==> src/inc/adcpm_pkg.sv <==
package adcpm_pkg;
  // Clock and timing figures; cycle counts derive from them.
  localparam int CLK_MHZ = 200;
  localparam int CLK_PERIOD_NS = 5;
  localparam int STANDBY_N_PIN_WAKE_US = 100;
  localparam int SHDN_WAKE_MS = 13;
  localparam int STANDBY_N_PIN_WAKE_CYC = STANDBY_N_PIN_WAKE_US * CLK_MHZ;
  localparam int SHDN_WAKE_CYC = SHDN_WAKE_MS * 1000 * CLK_MHZ;
  localparam int CONV_TIME_NS = 4000;
  localparam int CONV_CYC = CONV_TIME_NS / CLK_PERIOD_NS;
  localparam int TMR_W = 22;
  localparam int CNV_W = 12;
  // Channel layout.
  localparam int NCH = 6;
  localparam int CH_W = 16;
  localparam int GRP = 3;
  localparam logic [2:0] LAST_CH = 3'h5;
  // Host strobe timing.
  localparam logic [3:0] PULSE_CYC = 4'h4;
  // Covers both three-stage synchronisers plus the device's output register.
  localparam logic [3:0] READ_LO_CYC = 4'hc;
  localparam logic [3:0] READ_HI_CYC = 4'h8;
  // Host register offsets.
  localparam logic [7:0] REG_CTRL = 8'h00;
  localparam logic [7:0] REG_CMD = 8'h04;
  localparam logic [7:0] REG_STATUS = 8'h08;
  localparam logic [7:0] REG_DATA0 = 8'h10;
  // Control fields.
  localparam int CTRL_PD = 0;
  localparam int CTRL_RANGE = 1;
  localparam int CTRL_SPLIT = 2;
  localparam int CTRL_PARSER = 3;
  localparam int CTRL_BYTESEL = 4;
  localparam logic [4:0] CTRL_RST = 5'h00;
  // Command fields.
  localparam int CMD_STA = 0;
  localparam int CMD_STB = 1;
  localparam int CMD_READ = 2;
  localparam int CMD_RST = 3;
  // Sync widths and pin reset levels.
  localparam int DEV_SYNC_W = 9;
  // Standby pin high, range low, chip select and read high: the host's idle pin levels.
  localparam logic [8:0] DEV_SYNC_RST = 9'h04c;
  localparam int HOST_SYNC_W = 18;
  typedef enum logic [2:0] {
    PW_ACTIVE = 3'h0,
    PW_STANDBY = 3'h1,
    PW_SETTLE = 3'h3,
    PW_WAITRST = 3'h7,
    PW_SHUTDOWN = 3'h2
  } adcpm_pwr_t;
  typedef enum logic [2:0] {
    HS_IDLE = 3'h0,
    HS_START = 3'h1,
    HS_RDLO = 3'h3,
    HS_RDHI = 3'h2,
    HS_RESET = 3'h4
  } adcpm_hst_t;
endpackage

==> src/inc/adcpm_link.sv <==
`timescale 1ns/1ps
// Pins between the host controller and the converter.
interface adcpm_link;
  logic startGroupA;
  logic startGroupB;
  logic standbyPinN;
  logic rangeSelect;
  logic resetPin;
  logic csN;
  logic rdN;
  logic interfaceSelect;
  logic byteSerialSelect;
  logic busy;
  logic [15:0] parallelResultBus;
  logic busOe;
  logic firstChannelFlag;
  logic firstOe;
  modport device (
    input startGroupA, startGroupB, standbyPinN, rangeSelect, resetPin,
    input csN, rdN, interfaceSelect, byteSerialSelect,
    output busy, parallelResultBus, busOe, firstChannelFlag, firstOe
  );
  modport host (
    output startGroupA, startGroupB, standbyPinN, rangeSelect, resetPin,
    output csN, rdN, interfaceSelect, byteSerialSelect,
    input busy, parallelResultBus, busOe, firstChannelFlag, firstOe
  );
endinterface

==> src/rtl/adcpm_sync.sv <==
`timescale 1ns/1ps
module adcpm_sync #(
  parameter int W = 1,
  parameter logic [W-1:0] RST = '0
) (
  input wire logic mclk,
  input wire logic resetn,
  input wire logic ce,
  input wire logic [W-1:0] d,
  output logic [W-1:0] q
);
  typedef struct packed {
    logic [W-1:0] s1;
    logic [W-1:0] s2;
    logic [W-1:0] s3;
    logic [W-1:0] q;
  } adcpm_sync_t;
  adcpm_sync_t r;
  adcpm_sync_t n;
  logic [W-1:0] qNext;

  // A bit changes only once the second and third stages agree.
  genvar i;
  generate
    for (i = 0; i < W; i++) begin : g_bit
      assign qNext[i] = (r.s2[i] == r.s3[i]) ? r.s3[i] : r.q[i];
    end
  endgenerate

  // Shift chain.
  always_comb begin
    n = r;
    n.s1 = d;
    n.s2 = r.s1;
    n.s3 = r.s2;
    n.q = qNext;
  end

  // State register, frozen while the clock enable is low.
  always_ff @(posedge mclk or negedge resetn) begin
    if (!resetn) begin
      r <= {RST, RST, RST, RST};
    end else if (ce) begin
      r <= n;
    end
  end

  assign q = r.q;
endmodule

==> src/rtl/adcpm_host.sv <==
// Decided for this implementation: the plain strobed port and the address map.
`timescale 1ns/1ps
module adcpm_host #(
  parameter int StbyWakeCyc = adcpm_pkg::STANDBY_N_PIN_WAKE_CYC,
  parameter int ShdnWakeCyc = adcpm_pkg::SHDN_WAKE_CYC
) (
  input wire logic mclk,
  input wire logic resetn,
  input wire logic ce,
  input wire logic [7:0] addr,
  input wire logic [31:0] wdata,
  input wire logic wrEn,
  input wire logic rdEn,
  output logic [31:0] rdata,
  adcpm_link.host link
);
  typedef struct packed {
    adcpm_pkg::adcpm_hst_t st;
    logic [4:0] ctrl;
    logic wasShutdown;
    logic waking;
    logic needReset;
    logic [adcpm_pkg::TMR_W-1:0] timer;
    logic [3:0] cnt;
    logic [2:0] ch;
    logic pulseA;
    logic pulseB;
    logic strobeN;
    logic rstOut;
    logic refused;
    logic frameDone;
    logic firstOk;
    logic [5:0][15:0] data;
    logic [31:0] rdata;
  } adcpm_host_t;

  adcpm_host_t r;
  adcpm_host_t n;
  logic [17:0] pins;
  logic sBusy, sFirst;
  logic [15:0] sData;
  logic cmdWr, ctrlWr, startOk, split;
  logic [2:0] dIdx;

  // Device outputs are pins and pass the synchroniser.
  adcpm_sync #(
    .W(adcpm_pkg::HOST_SYNC_W),
    .RST(18'h00000)
  ) u_sync (
    .mclk(mclk),
    .resetn(resetn),
    .ce(ce),
    .d({link.busy, link.firstChannelFlag & link.firstOe,
        link.parallelResultBus & {16{link.busOe}}}),
    .q(pins)
  );

  // Decode of pins and register strobes.
  assign {sBusy, sFirst, sData} = pins;
  assign cmdWr = wrEn && (addr == adcpm_pkg::REG_CMD);
  assign ctrlWr = wrEn && (addr == adcpm_pkg::REG_CTRL);
  assign split = r.ctrl[adcpm_pkg::CTRL_SPLIT];
  assign startOk = !r.waking && !r.needReset && !r.ctrl[adcpm_pkg::CTRL_PD];
  assign dIdx = 3'((addr - adcpm_pkg::REG_DATA0) >> 2);

  // Register port, wake timing and strobe sequencing.
  always_comb begin
    n = r;
    if (ctrlWr) begin
      n.ctrl = wdata[4:0];
      if (wdata[adcpm_pkg::CTRL_PD] && !r.ctrl[adcpm_pkg::CTRL_PD]) begin
        n.wasShutdown = !wdata[adcpm_pkg::CTRL_RANGE];
        n.waking = 1'b0;
      end
      if (!wdata[adcpm_pkg::CTRL_PD] && r.ctrl[adcpm_pkg::CTRL_PD]) begin
        n.waking = 1'b1;
        n.timer = r.wasShutdown ? adcpm_pkg::TMR_W'(ShdnWakeCyc - 1)
                                : adcpm_pkg::TMR_W'(StbyWakeCyc - 1);
        n.needReset = r.wasShutdown;
      end
    end else if (r.waking) begin
      if (r.timer == '0) begin
        n.waking = 1'b0;
      end else begin
        n.timer = r.timer - 1'b1;
      end
    end
    unique case (r.st)
      adcpm_pkg::HS_IDLE: begin
        if (cmdWr) begin
          if (wdata[adcpm_pkg::CMD_RST] && !r.ctrl[adcpm_pkg::CTRL_PD] && !r.waking) begin
            n.st = adcpm_pkg::HS_RESET;
            n.rstOut = 1'b1;
            n.cnt = adcpm_pkg::PULSE_CYC;
          end else if (wdata[adcpm_pkg::CMD_READ]) begin
            n.st = adcpm_pkg::HS_RDLO;
            n.strobeN = 1'b0;
            n.ch = 3'h0;
            n.cnt = adcpm_pkg::READ_LO_CYC;
            n.firstOk = 1'b1;
          end else if ((wdata[1:0] != 2'b00) && startOk) begin
            n.st = adcpm_pkg::HS_START;
            n.cnt = adcpm_pkg::PULSE_CYC;
            n.pulseA = split ? wdata[adcpm_pkg::CMD_STA] : 1'b1;
            n.pulseB = split ? wdata[adcpm_pkg::CMD_STB] : 1'b1;
          end else begin
            n.refused = 1'b1;
          end
        end
      end
      adcpm_pkg::HS_START, adcpm_pkg::HS_RESET: begin
        if (r.cnt == 4'h1) begin
          n.st = adcpm_pkg::HS_IDLE;
          n.pulseA = 1'b0;
          n.pulseB = 1'b0;
          n.rstOut = 1'b0;
          if (r.st == adcpm_pkg::HS_RESET) begin
            n.needReset = 1'b0;
          end
        end
        n.cnt = r.cnt - 4'h1;
      end
      adcpm_pkg::HS_RDLO: begin
        n.cnt = r.cnt - 4'h1;
        if (r.cnt == 4'h1) begin
          n.data[r.ch] = sData;
          if (sFirst != (r.ch == 3'h0)) begin
            n.firstOk = 1'b0;
          end
          n.strobeN = 1'b1;
          n.st = adcpm_pkg::HS_RDHI;
          n.cnt = adcpm_pkg::READ_HI_CYC;
        end
      end
      adcpm_pkg::HS_RDHI: begin
        n.cnt = r.cnt - 4'h1;
        if (r.cnt == 4'h1) begin
          if (r.ch == adcpm_pkg::LAST_CH) begin
            n.st = adcpm_pkg::HS_IDLE;
            n.frameDone = 1'b1;
          end else begin
            n.ch = r.ch + 3'h1;
            n.strobeN = 1'b0;
            n.st = adcpm_pkg::HS_RDLO;
            n.cnt = adcpm_pkg::READ_LO_CYC;
          end
        end
      end
      default: begin
        n.st = adcpm_pkg::HS_IDLE;
      end
    endcase
    if (cmdWr && r.st != adcpm_pkg::HS_IDLE) begin
      n.refused = 1'b1;
    end
    // Read data stands for the cycle after the read strobe only.
    n.rdata = 32'h00000000;
    if (rdEn) begin
      if (addr == adcpm_pkg::REG_CTRL) begin
        n.rdata = {27'h0000000, r.ctrl};
      end else if (addr == adcpm_pkg::REG_STATUS) begin
        n.rdata = {25'h0000000, r.firstOk, r.frameDone, r.refused, r.needReset,
                   r.waking, r.st != adcpm_pkg::HS_IDLE, sBusy};
        // Clear on read; a frame end in the same cycle wins, and refused takes cmdWr && !startOk.
        n.frameDone = n.frameDone && (r.st != adcpm_pkg::HS_IDLE);
        n.refused = cmdWr && !startOk;
      end else if (addr >= adcpm_pkg::REG_DATA0 && (addr - adcpm_pkg::REG_DATA0) < 8'h18
                   && addr[1:0] == 2'h0 && dIdx <= adcpm_pkg::LAST_CH) begin
        n.rdata = {16'h0000, r.data[dIdx]};
      end
    end
  end

  // State register, frozen while the clock enable is low.
  always_ff @(posedge mclk or negedge resetn) begin
    if (!resetn) begin
      r <= '0;
      r.strobeN <= 1'b1;
    end else if (ce) begin
      r <= n;
    end
  end

  assign rdata = r.rdata;
  assign link.standbyPinN = ~r.ctrl[adcpm_pkg::CTRL_PD];
  assign link.rangeSelect = r.ctrl[adcpm_pkg::CTRL_RANGE];
  assign link.interfaceSelect = r.ctrl[adcpm_pkg::CTRL_PARSER];
  assign link.byteSerialSelect = r.ctrl[adcpm_pkg::CTRL_BYTESEL];
  assign link.startGroupA = r.pulseA;
  assign link.startGroupB = r.pulseB;
  assign link.resetPin = r.rstOut;
  assign link.csN = r.strobeN;
  assign link.rdN = r.strobeN;
endmodule

==> src/flat_wrapper.sv <==
// flat-port wrapper written by rule: the top's interface ports become plain ports
module adcpm_host_flat 
#(
  parameter int StbyWakeCyc = adcpm_pkg::STANDBY_N_PIN_WAKE_CYC,
  parameter int ShdnWakeCyc = adcpm_pkg::SHDN_WAKE_CYC
)
  (mclk, resetn, ce, addr, wdata, wrEn, rdEn, rdata, link_startGroupA, link_startGroupB, link_standbyPinN, link_rangeSelect, link_resetPin, link_csN, link_rdN, link_interfaceSelect, link_byteSerialSelect, link_busy, link_parallelResultBus, link_busOe, link_firstChannelFlag, link_firstOe);
  adcpm_link link_i ();
  input wire logic mclk;
  input wire logic resetn;
  input wire logic ce;
  input wire logic [7:0] addr;
  input wire logic [31:0] wdata;
  input wire logic wrEn;
  input wire logic rdEn;
  output logic [31:0] rdata;
  output wire logic [$bits(link_i.startGroupA)-1:0] link_startGroupA;
  output wire logic [$bits(link_i.startGroupB)-1:0] link_startGroupB;
  output wire logic [$bits(link_i.standbyPinN)-1:0] link_standbyPinN;
  output wire logic [$bits(link_i.rangeSelect)-1:0] link_rangeSelect;
  output wire logic [$bits(link_i.resetPin)-1:0] link_resetPin;
  output wire logic [$bits(link_i.csN)-1:0] link_csN;
  output wire logic [$bits(link_i.rdN)-1:0] link_rdN;
  output wire logic [$bits(link_i.interfaceSelect)-1:0] link_interfaceSelect;
  output wire logic [$bits(link_i.byteSerialSelect)-1:0] link_byteSerialSelect;
  input wire logic [$bits(link_i.busy)-1:0] link_busy;
  input wire logic [$bits(link_i.parallelResultBus)-1:0] link_parallelResultBus;
  input wire logic [$bits(link_i.busOe)-1:0] link_busOe;
  input wire logic [$bits(link_i.firstChannelFlag)-1:0] link_firstChannelFlag;
  input wire logic [$bits(link_i.firstOe)-1:0] link_firstOe;
  assign link_startGroupA = link_i.startGroupA;
  assign link_startGroupB = link_i.startGroupB;
  assign link_standbyPinN = link_i.standbyPinN;
  assign link_rangeSelect = link_i.rangeSelect;
  assign link_resetPin = link_i.resetPin;
  assign link_csN = link_i.csN;
  assign link_rdN = link_i.rdN;
  assign link_interfaceSelect = link_i.interfaceSelect;
  assign link_byteSerialSelect = link_i.byteSerialSelect;
  assign link_i.busy = link_busy;
  assign link_i.parallelResultBus = link_parallelResultBus;
  assign link_i.busOe = link_busOe;
  assign link_i.firstChannelFlag = link_firstChannelFlag;
  assign link_i.firstOe = link_firstOe;
  adcpm_host #(.StbyWakeCyc(StbyWakeCyc), .ShdnWakeCyc(ShdnWakeCyc)) u_core (.mclk(mclk), .resetn(resetn), .ce(ce), .addr(addr), .wdata(wdata), .wrEn(wrEn), .rdEn(rdEn), .rdata(rdata), .link(link_i));
endmodule
==> config.mk <==
export PLATFORM = sky130hd
export DESIGN_NAME = adcpm_host_flat
export DESIGN_NICKNAME = d
export VERILOG_FILES = /design/src/inc/adcpm_pkg.sv /design/src/inc/adcpm_link.sv /design/src/rtl/adcpm_sync.sv /design/src/rtl/adcpm_host.sv /design/src/flat_wrapper.sv
export SDC_FILE = /design/constraint.sdc
export NUM_CORES = 1
export LEC_CHECK = 0
export ABC_AREA = 1
export BUFFER_PORTS_ARGS = -buffer_cell sky130_fd_sc_hd__buf_2
export CAP_MARGIN = 40
export CORE_ASPECT_RATIO = 1.4
export CORE_UTILIZATION = 64
export CTS_CLUSTER_DIAMETER = 30
export DETAILED_ROUTE_END_ITERATION = 12
export PLACE_DENSITY = 0.91
export SLEW_MARGIN = 5
export SYNTH_ARGS = -nofsm -noshare
export SYNTH_HDL_FRONTEND = slang
export SYNTH_SLANG_ARGS = --single-unit
==> constraint.sdc <==
create_clock -name mclk -period 5.3 [get_ports mclk]
set_input_delay 0.795 -clock mclk [delete_from_list [all_inputs] [get_ports mclk]]
set_output_delay 0.795 -clock mclk [all_outputs]
set_load 0.01 [all_outputs]
# --- After elaboration in Yosys (flattened, before gate mapping) ---
# Index checks and enable logic that the tools add are counted.
word_totals:
  regBits: 247
  in_bits: 65
  elab_cells: 237
classes:
  add_sub_neg: 4
  order_cmp: 6
  eq_ne: 42
  mux: 73
  n_bitwise: 3
  n_reduce_logical: 66
op_table:
  columns: ["cell", "n"]
  rows:
  - ["$mux 97", 1]
  - ["$bwmux 96", 1]
  - ["$mux 32", 3]
  - ["$mux 22", 4]
  - ["$bmux 16 s3", 1]
  - ["$demux 16 s3", 1]
  - ["$mux 16", 3]
  - ["$reduce_and 2->1", 20]
  - ["$mux 1", 28]
  - ["$mux 24", 1]
  - ["$mux 3", 8]
  - ["$logic_not 22->1", 1]
  - ["$sub 22x1->22 const B", 1]
  - ["$reduce_and 7->1", 3]
  - ["$eq 1x1->1", 18]
  - ["$and 16x16->16", 1]
  - ["$logic_and 1x1->1", 16]
  - ["$mux 4", 4]
  - ["$ne 2x1->1 const B", 8]
  - ["$pmux 4 s4", 1]
  - ["$mux 2", 7]
  - ["$mux 7", 2]
  - ["$mux 12", 1]
  - ["$pmux 3 s4", 1]
  - ["38 further kinds", 59]

# --- Logic depth before layout (Yosys ltp) ---
logic_depth:
  ltp_word: 13
  depth_mapped: 13
  depth_no_buf: 11

# --- Cells and area by module ---
# Synthesis repeated with hierarchy kept, for this count alone.
hier_totals:
  hier_cells: 1561
  area_unflattened_um2: 11920.2
modules_own_cells:
  columns: ["module", "n_inst", "cells_per_inst", "area_each_um2"]
  rows:
  - ["adcpm_host", 1, 1167, 8615.8]
  - ["adcpm_sync", 1, 394, 3304.4]

# --- Least setup slack after synthesis ---
# Ideal clock, no wire load.
synth_path:
  kind: "in2reg"
  from: "input port addr[4]"
  to: "register u_core.r[150] in the netlist's numbering"
  setup_ps: 119
  t_arrival_ps: 2305
  t_required_ps: 5181
  path_slack_ps: 2876
  path_stages: 11
  path_buffers: 2
  cell_sequence: "buf_4 clkinv_1 ha_1 nand2_1 nor3_4 nand2_2 o21ai_2 nand2_4 buf_2 nand2_1 nand2_1"
synth_via:
  elab_chain_cells: 4
  elab_cells_between_ends: 7
synth_lines:
  columns: ["item", "line_no", "rtl"]
  rows:
  - ["start, declared", "flat_wrapper.sv:12", "input wire logic [7:0] addr;"]
  - ["$logic_not 8->1 (*)", "adcpm_host.sv:61", "assign ctrlWr = wrEn && (addr == adcpm_pkg::REG_CTRL);"]
  - ["$logic_and 1x1->1 (*)", "adcpm_host.sv:61", null]
  - ["$ne 2x2->1 (no line), or another cell as far along", null, null]
  - ["$reduce_and 4->1 (no line)", null, null]
  - ["end signal, assigned", "adcpm_host.sv:180", "r <= n;"]
  - ["end, declared", "adcpm_host.sv:37", "adcpm_host_t r;"]
# Mark *: on every way between the ends. The rest lies on a longest branch, timed or not.
# A chain may end at the register's enable or synchronous reset.

# --- Worst setup path after layout ---
layout_path:
  from: "input port addr[4]"
  to: "register u_core.r (netlist bit u_core.rdata[9])"
layout_via:
  elab_chain_cells: 9
  elab_cells_between_ends: 15
layout_lines:
  columns: ["item", "line_no", "rtl"]
  rows:
  - ["$sub 8x5->8", "adcpm_host.sv:64", "assign dIdx = 3'((addr - adcpm_pkg::REG_DATA0) >> 2);"]
  - ["$lt 8x5->1", "adcpm_host.sv:167", "end else if (addr >= adcpm_pkg::REG_DATA0 && (addr - adcpm_pkg::REG_DATA0) < 8'h18"]
  - ["$logic_and 1x1->1", "adcpm_host.sv:167", null]
  - ["$logic_and 1x1->1 (2 in series)", "adcpm_host.sv:168", "&& addr[1:0] == 2'h0 && dIdx <= adcpm_pkg::LAST_CH) begin"]
  - ["$mux 16", "adcpm_host.sv:167", null]
  - ["$mux 32", "adcpm_host.sv:161", "end else if (addr == adcpm_pkg::REG_STATUS) begin"]
  - ["$mux 32 (*)", "adcpm_host.sv:159", "if (addr == adcpm_pkg::REG_CTRL) begin"]
  - ["$mux 32 (*)", "adcpm_host.sv:158", "if (rdEn) begin"]
# Mark *: on every way between the ends. The rest lies on a longest branch, timed or not. The select of a mux whose other input is x is not followed.

==> summary.txt <==
Synthesis
  – Area leader, netlist: dfrtp_1
  – Avg Cell Area, Syn: 8.04 sq um
  – Cell count after synthesis: between 1,000 and 1,500
  – Asr flop ratio synth: 100%
  – Ys Warns: 0
  – Top cells by area, synth: dfrtp_1 (52%), nand2_1 (15%), o21ai_0 (7.2%), nor2_1 (4.3%), nand3_1 (3.5%)
  – Sequential fraction of the synthesis area: 52.5%
  – Post-synth top area share: 52.3%
  – Cell with the most instances after synthesis: nand2_1
  – Number of synthesized flops with an enable pin: 0
  – Synth cell count leaders: nand2_1 (447), dfrtp_1 (230), o21ai_0 (159)
  – Seq cells post-synth: 231
  – Top FF cell, synth: dfrtp_1
  – Netlist cell types: 40
  – Synth Cell Area: 11,000 sq um

Global route
  – Total global routing overflow: 0
  – First-pass GRT wire length: around 46 mm
  – Number of global-route vias before repair: 9,675
  – Largest net degree at the start of global routing: between 150 and 200
  – Antenna violations before repair: 0
  – Overall routing resource usage: 32.2%

Clock tree
  – CTS Hold Bufs: 0
  – TritonCTS clock tree: yes
  – Root Buffer: clkbuf_16
  – H-tree levels: 2
  – Clk pin slew, worst setup/hold paths: 0.05 ns
  – Post-CTS setup buffer count: 0
  – CTS sink count: 231
  – CTS Buffer Depth: 3
  – Clock latency on the worst-skew pair: 0.49 ns
  – Inserted Clock Buffers: 34
  – CTS resizes: 0

Drt
  – Total Routed Length: roughly 27 mm
  – Vias/cell: about 6.0
  – DRC: 0
  – Post-route ant nets: 0
  – DR pass1 iterations: 6
  – Iteration-0 DRC Markers: 1,016
  – Drt wl/cell: roughly 17 um
  – Via count: 9,779

Setup path
  – Nature of the critical path startpoint: input port
  – CP Cell Sequence: buf_2 -> clkinv_1 -> ha_1 -> nand2_1 -> inv_1 -> nand2_1 -> nand2_1 -> nor2_1 -> buf_4 -> nand2_1 -> nand2_1
  – CP max stage cell: clkinv_1
  – Worst path arrival time: 3.62 ns
  – Setup CP Type: input port to register
  – CP max stage delay: 0.50 ns
  – Top cell by count, worst path: nand2_1
  – Worst path required time: 5.71 ns
  – R2R setup slack: between 2 and 3 ns
  – Crit. End Element: register
  – Crit Reg-Reg Startpoint: u_core.r[139]
  – Maximum fanout along the worst path: 28
  – Worst reg-to-reg path cell count: 8

Min path
  – Hold-critical path depth: 2
  – Hold Startpoint: u_core.link.csN
  – Worst Hold End: u_core.link.csN
  – Worst min path class: register to register

Layout
  – Register Area: 5780 sq um
  – Antenna cells: 0
  – Area grow syn2layout: 13.3%
  – Area of the multi-input gates: about 4500 sq um
  – Layout cells sized above 1: 10.6%
  – Non-filler instance count after layout: ~1,600
  – Filler instances: 1,108
  – Nets: 1,475

Timing
  – Setup TNS: 0 ns
  – Period minus WS final: 3.21 ns
  – Maximum achievable frequency: 311 MHz
  – Setup Viol. Count Final: 0
  – Final Cycle Share: 60.6%
  – RSZ-0062 raised after global routing: no
  – Max transition margin: between 20% and 30%
  – Worst Tran Pin Value: 1.08 ns
  – Final Hold Viols: 0
  – Pins Over Slew Limit: 0
  – Worst Skew: approximately 0.015 ns

Placement
  – GP Congestion: 0.884
  – # port buffers: 62
  – Hpwl dp: 16.2 mm
  – DP Cell Count: approximately 1,600

Run status
  – Status: finished clean

Power and ir drop
  – PD cells: 464 nW/um^2
  – Worst vdd ir: 326 uV
  – Leak Pwr: 6.29 nW
  – Power consumption: 5.78 mW

Flow run
  – Max-cap violation count: 0

Floorplanning
  – Site row count: 56
  – I/O pin cnt: approximately 110
  – Die X: 113 um
  – Chip height: 157 um
  – DIE AREA: around 18,000 sq um
  – Initial core utilization: between 60% and 70%
  – Placeable Area: around 17,000 sq um
[cell type report]
type | count | share of cell area [%]
clock buffers | 44 | 8.04
flip-flops and latches | 231 | 46.4
repair buffers | 73 | 3.51
multi-input cells | 972 | 35.7
clock inverters | 15 | 1.61
well taps | 203 | 2.04
inverters | 90 | 2.73
[cells by family (layout without fill, tap and decap cells)]
| group | count (synthesis) | after routing | share of synthesized area (%) |
|---|---|---|---|
| DFF | 231 | 231 | 52.5 |
| other | 1 | 16 | 0.0341 |
| and+or+nand+nor | 686 | 686 | 25.3 |
| AOI/OAI and AO/OA | 250 | 250 | 12.8 |
| adders and majority gates | 8 | 8 | 0.910 |
| xor gates and xnor gates | 12 | 12 | 0.955 |
| buffers and inverters | 180 | 222 | 7.49 |
[through the flow]
step	utilization [%]	hold WS, ns	setup WS [ns]	area [sq um]
floorplan	-	0.442	2.88	11100
global placement	66.7	0.457	1.54	11200
detailed placement	67.0	0.461	1.72	11300
CTS	74.2	0.477	2.19	12500
global route	74.2	0.490	1.96	12500
finish	74.2	0.474	2.09	12500
[metal layers]
layer | vias up | wire length [um] | GRT usage, %
met5 | - | 0 | 0
met4 | 0 | 1270 | 16.4
met3 | 127 | 2150 | 5.04
li1 | 4481 | - | -
met2 | 533 | 13700 | 55.5
met1 | 4638 | 10400 | 39.5
[where the power goes]
part	internal, mW	switching (mW)
Combinational	0.430	0.872
Sequential	1.97	0.172
Clock	1.53	0.806
[worst max path at each step]
stage / start / to / slack [ns] / cells past startpoint
global route: addr[4] / u_core.rdata[9] / 1.96 / 11
global placement: addr[4] / u_core.rdata[0] / 1.54 / 10
CTS: addr[4] / u_core.r[153] / 2.19 / 12
floorplan: addr[4] / u_core.r[150] / 2.88 / 11
detailed placement: addr[4] / u_core.r[153] / 1.72 / 12
finish: addr[4] / u_core.rdata[9] / 2.09 / 11
[cell usage in the layout (no fill, tap or decap), drive strengths merged, types with 4 or more instances in the layout]
cell and n:
nand2 449, dfrtp 230, o21ai 172, nor2 128
inv 90, nand3 77, buf 73, clkbuf 44
a21oi 19, o211ai 19, a22oi 17, conb 16
nand4 14, or2 9, o2111ai 9, xor2 9
ha 8, clkinv 7, o22ai 6, nor3 6
clkinvlp 4, bufinv 4
[worst max-delay path: cells and delay by family]
kind                     cells  cell delay, ns
AND/OR/NAND/NOR              6            1.04
buffers and inverters        4            1.43
adder cells (fa/ha/maj)      1            0.35
No activity file was read; power rests on OpenSTA's default activity.
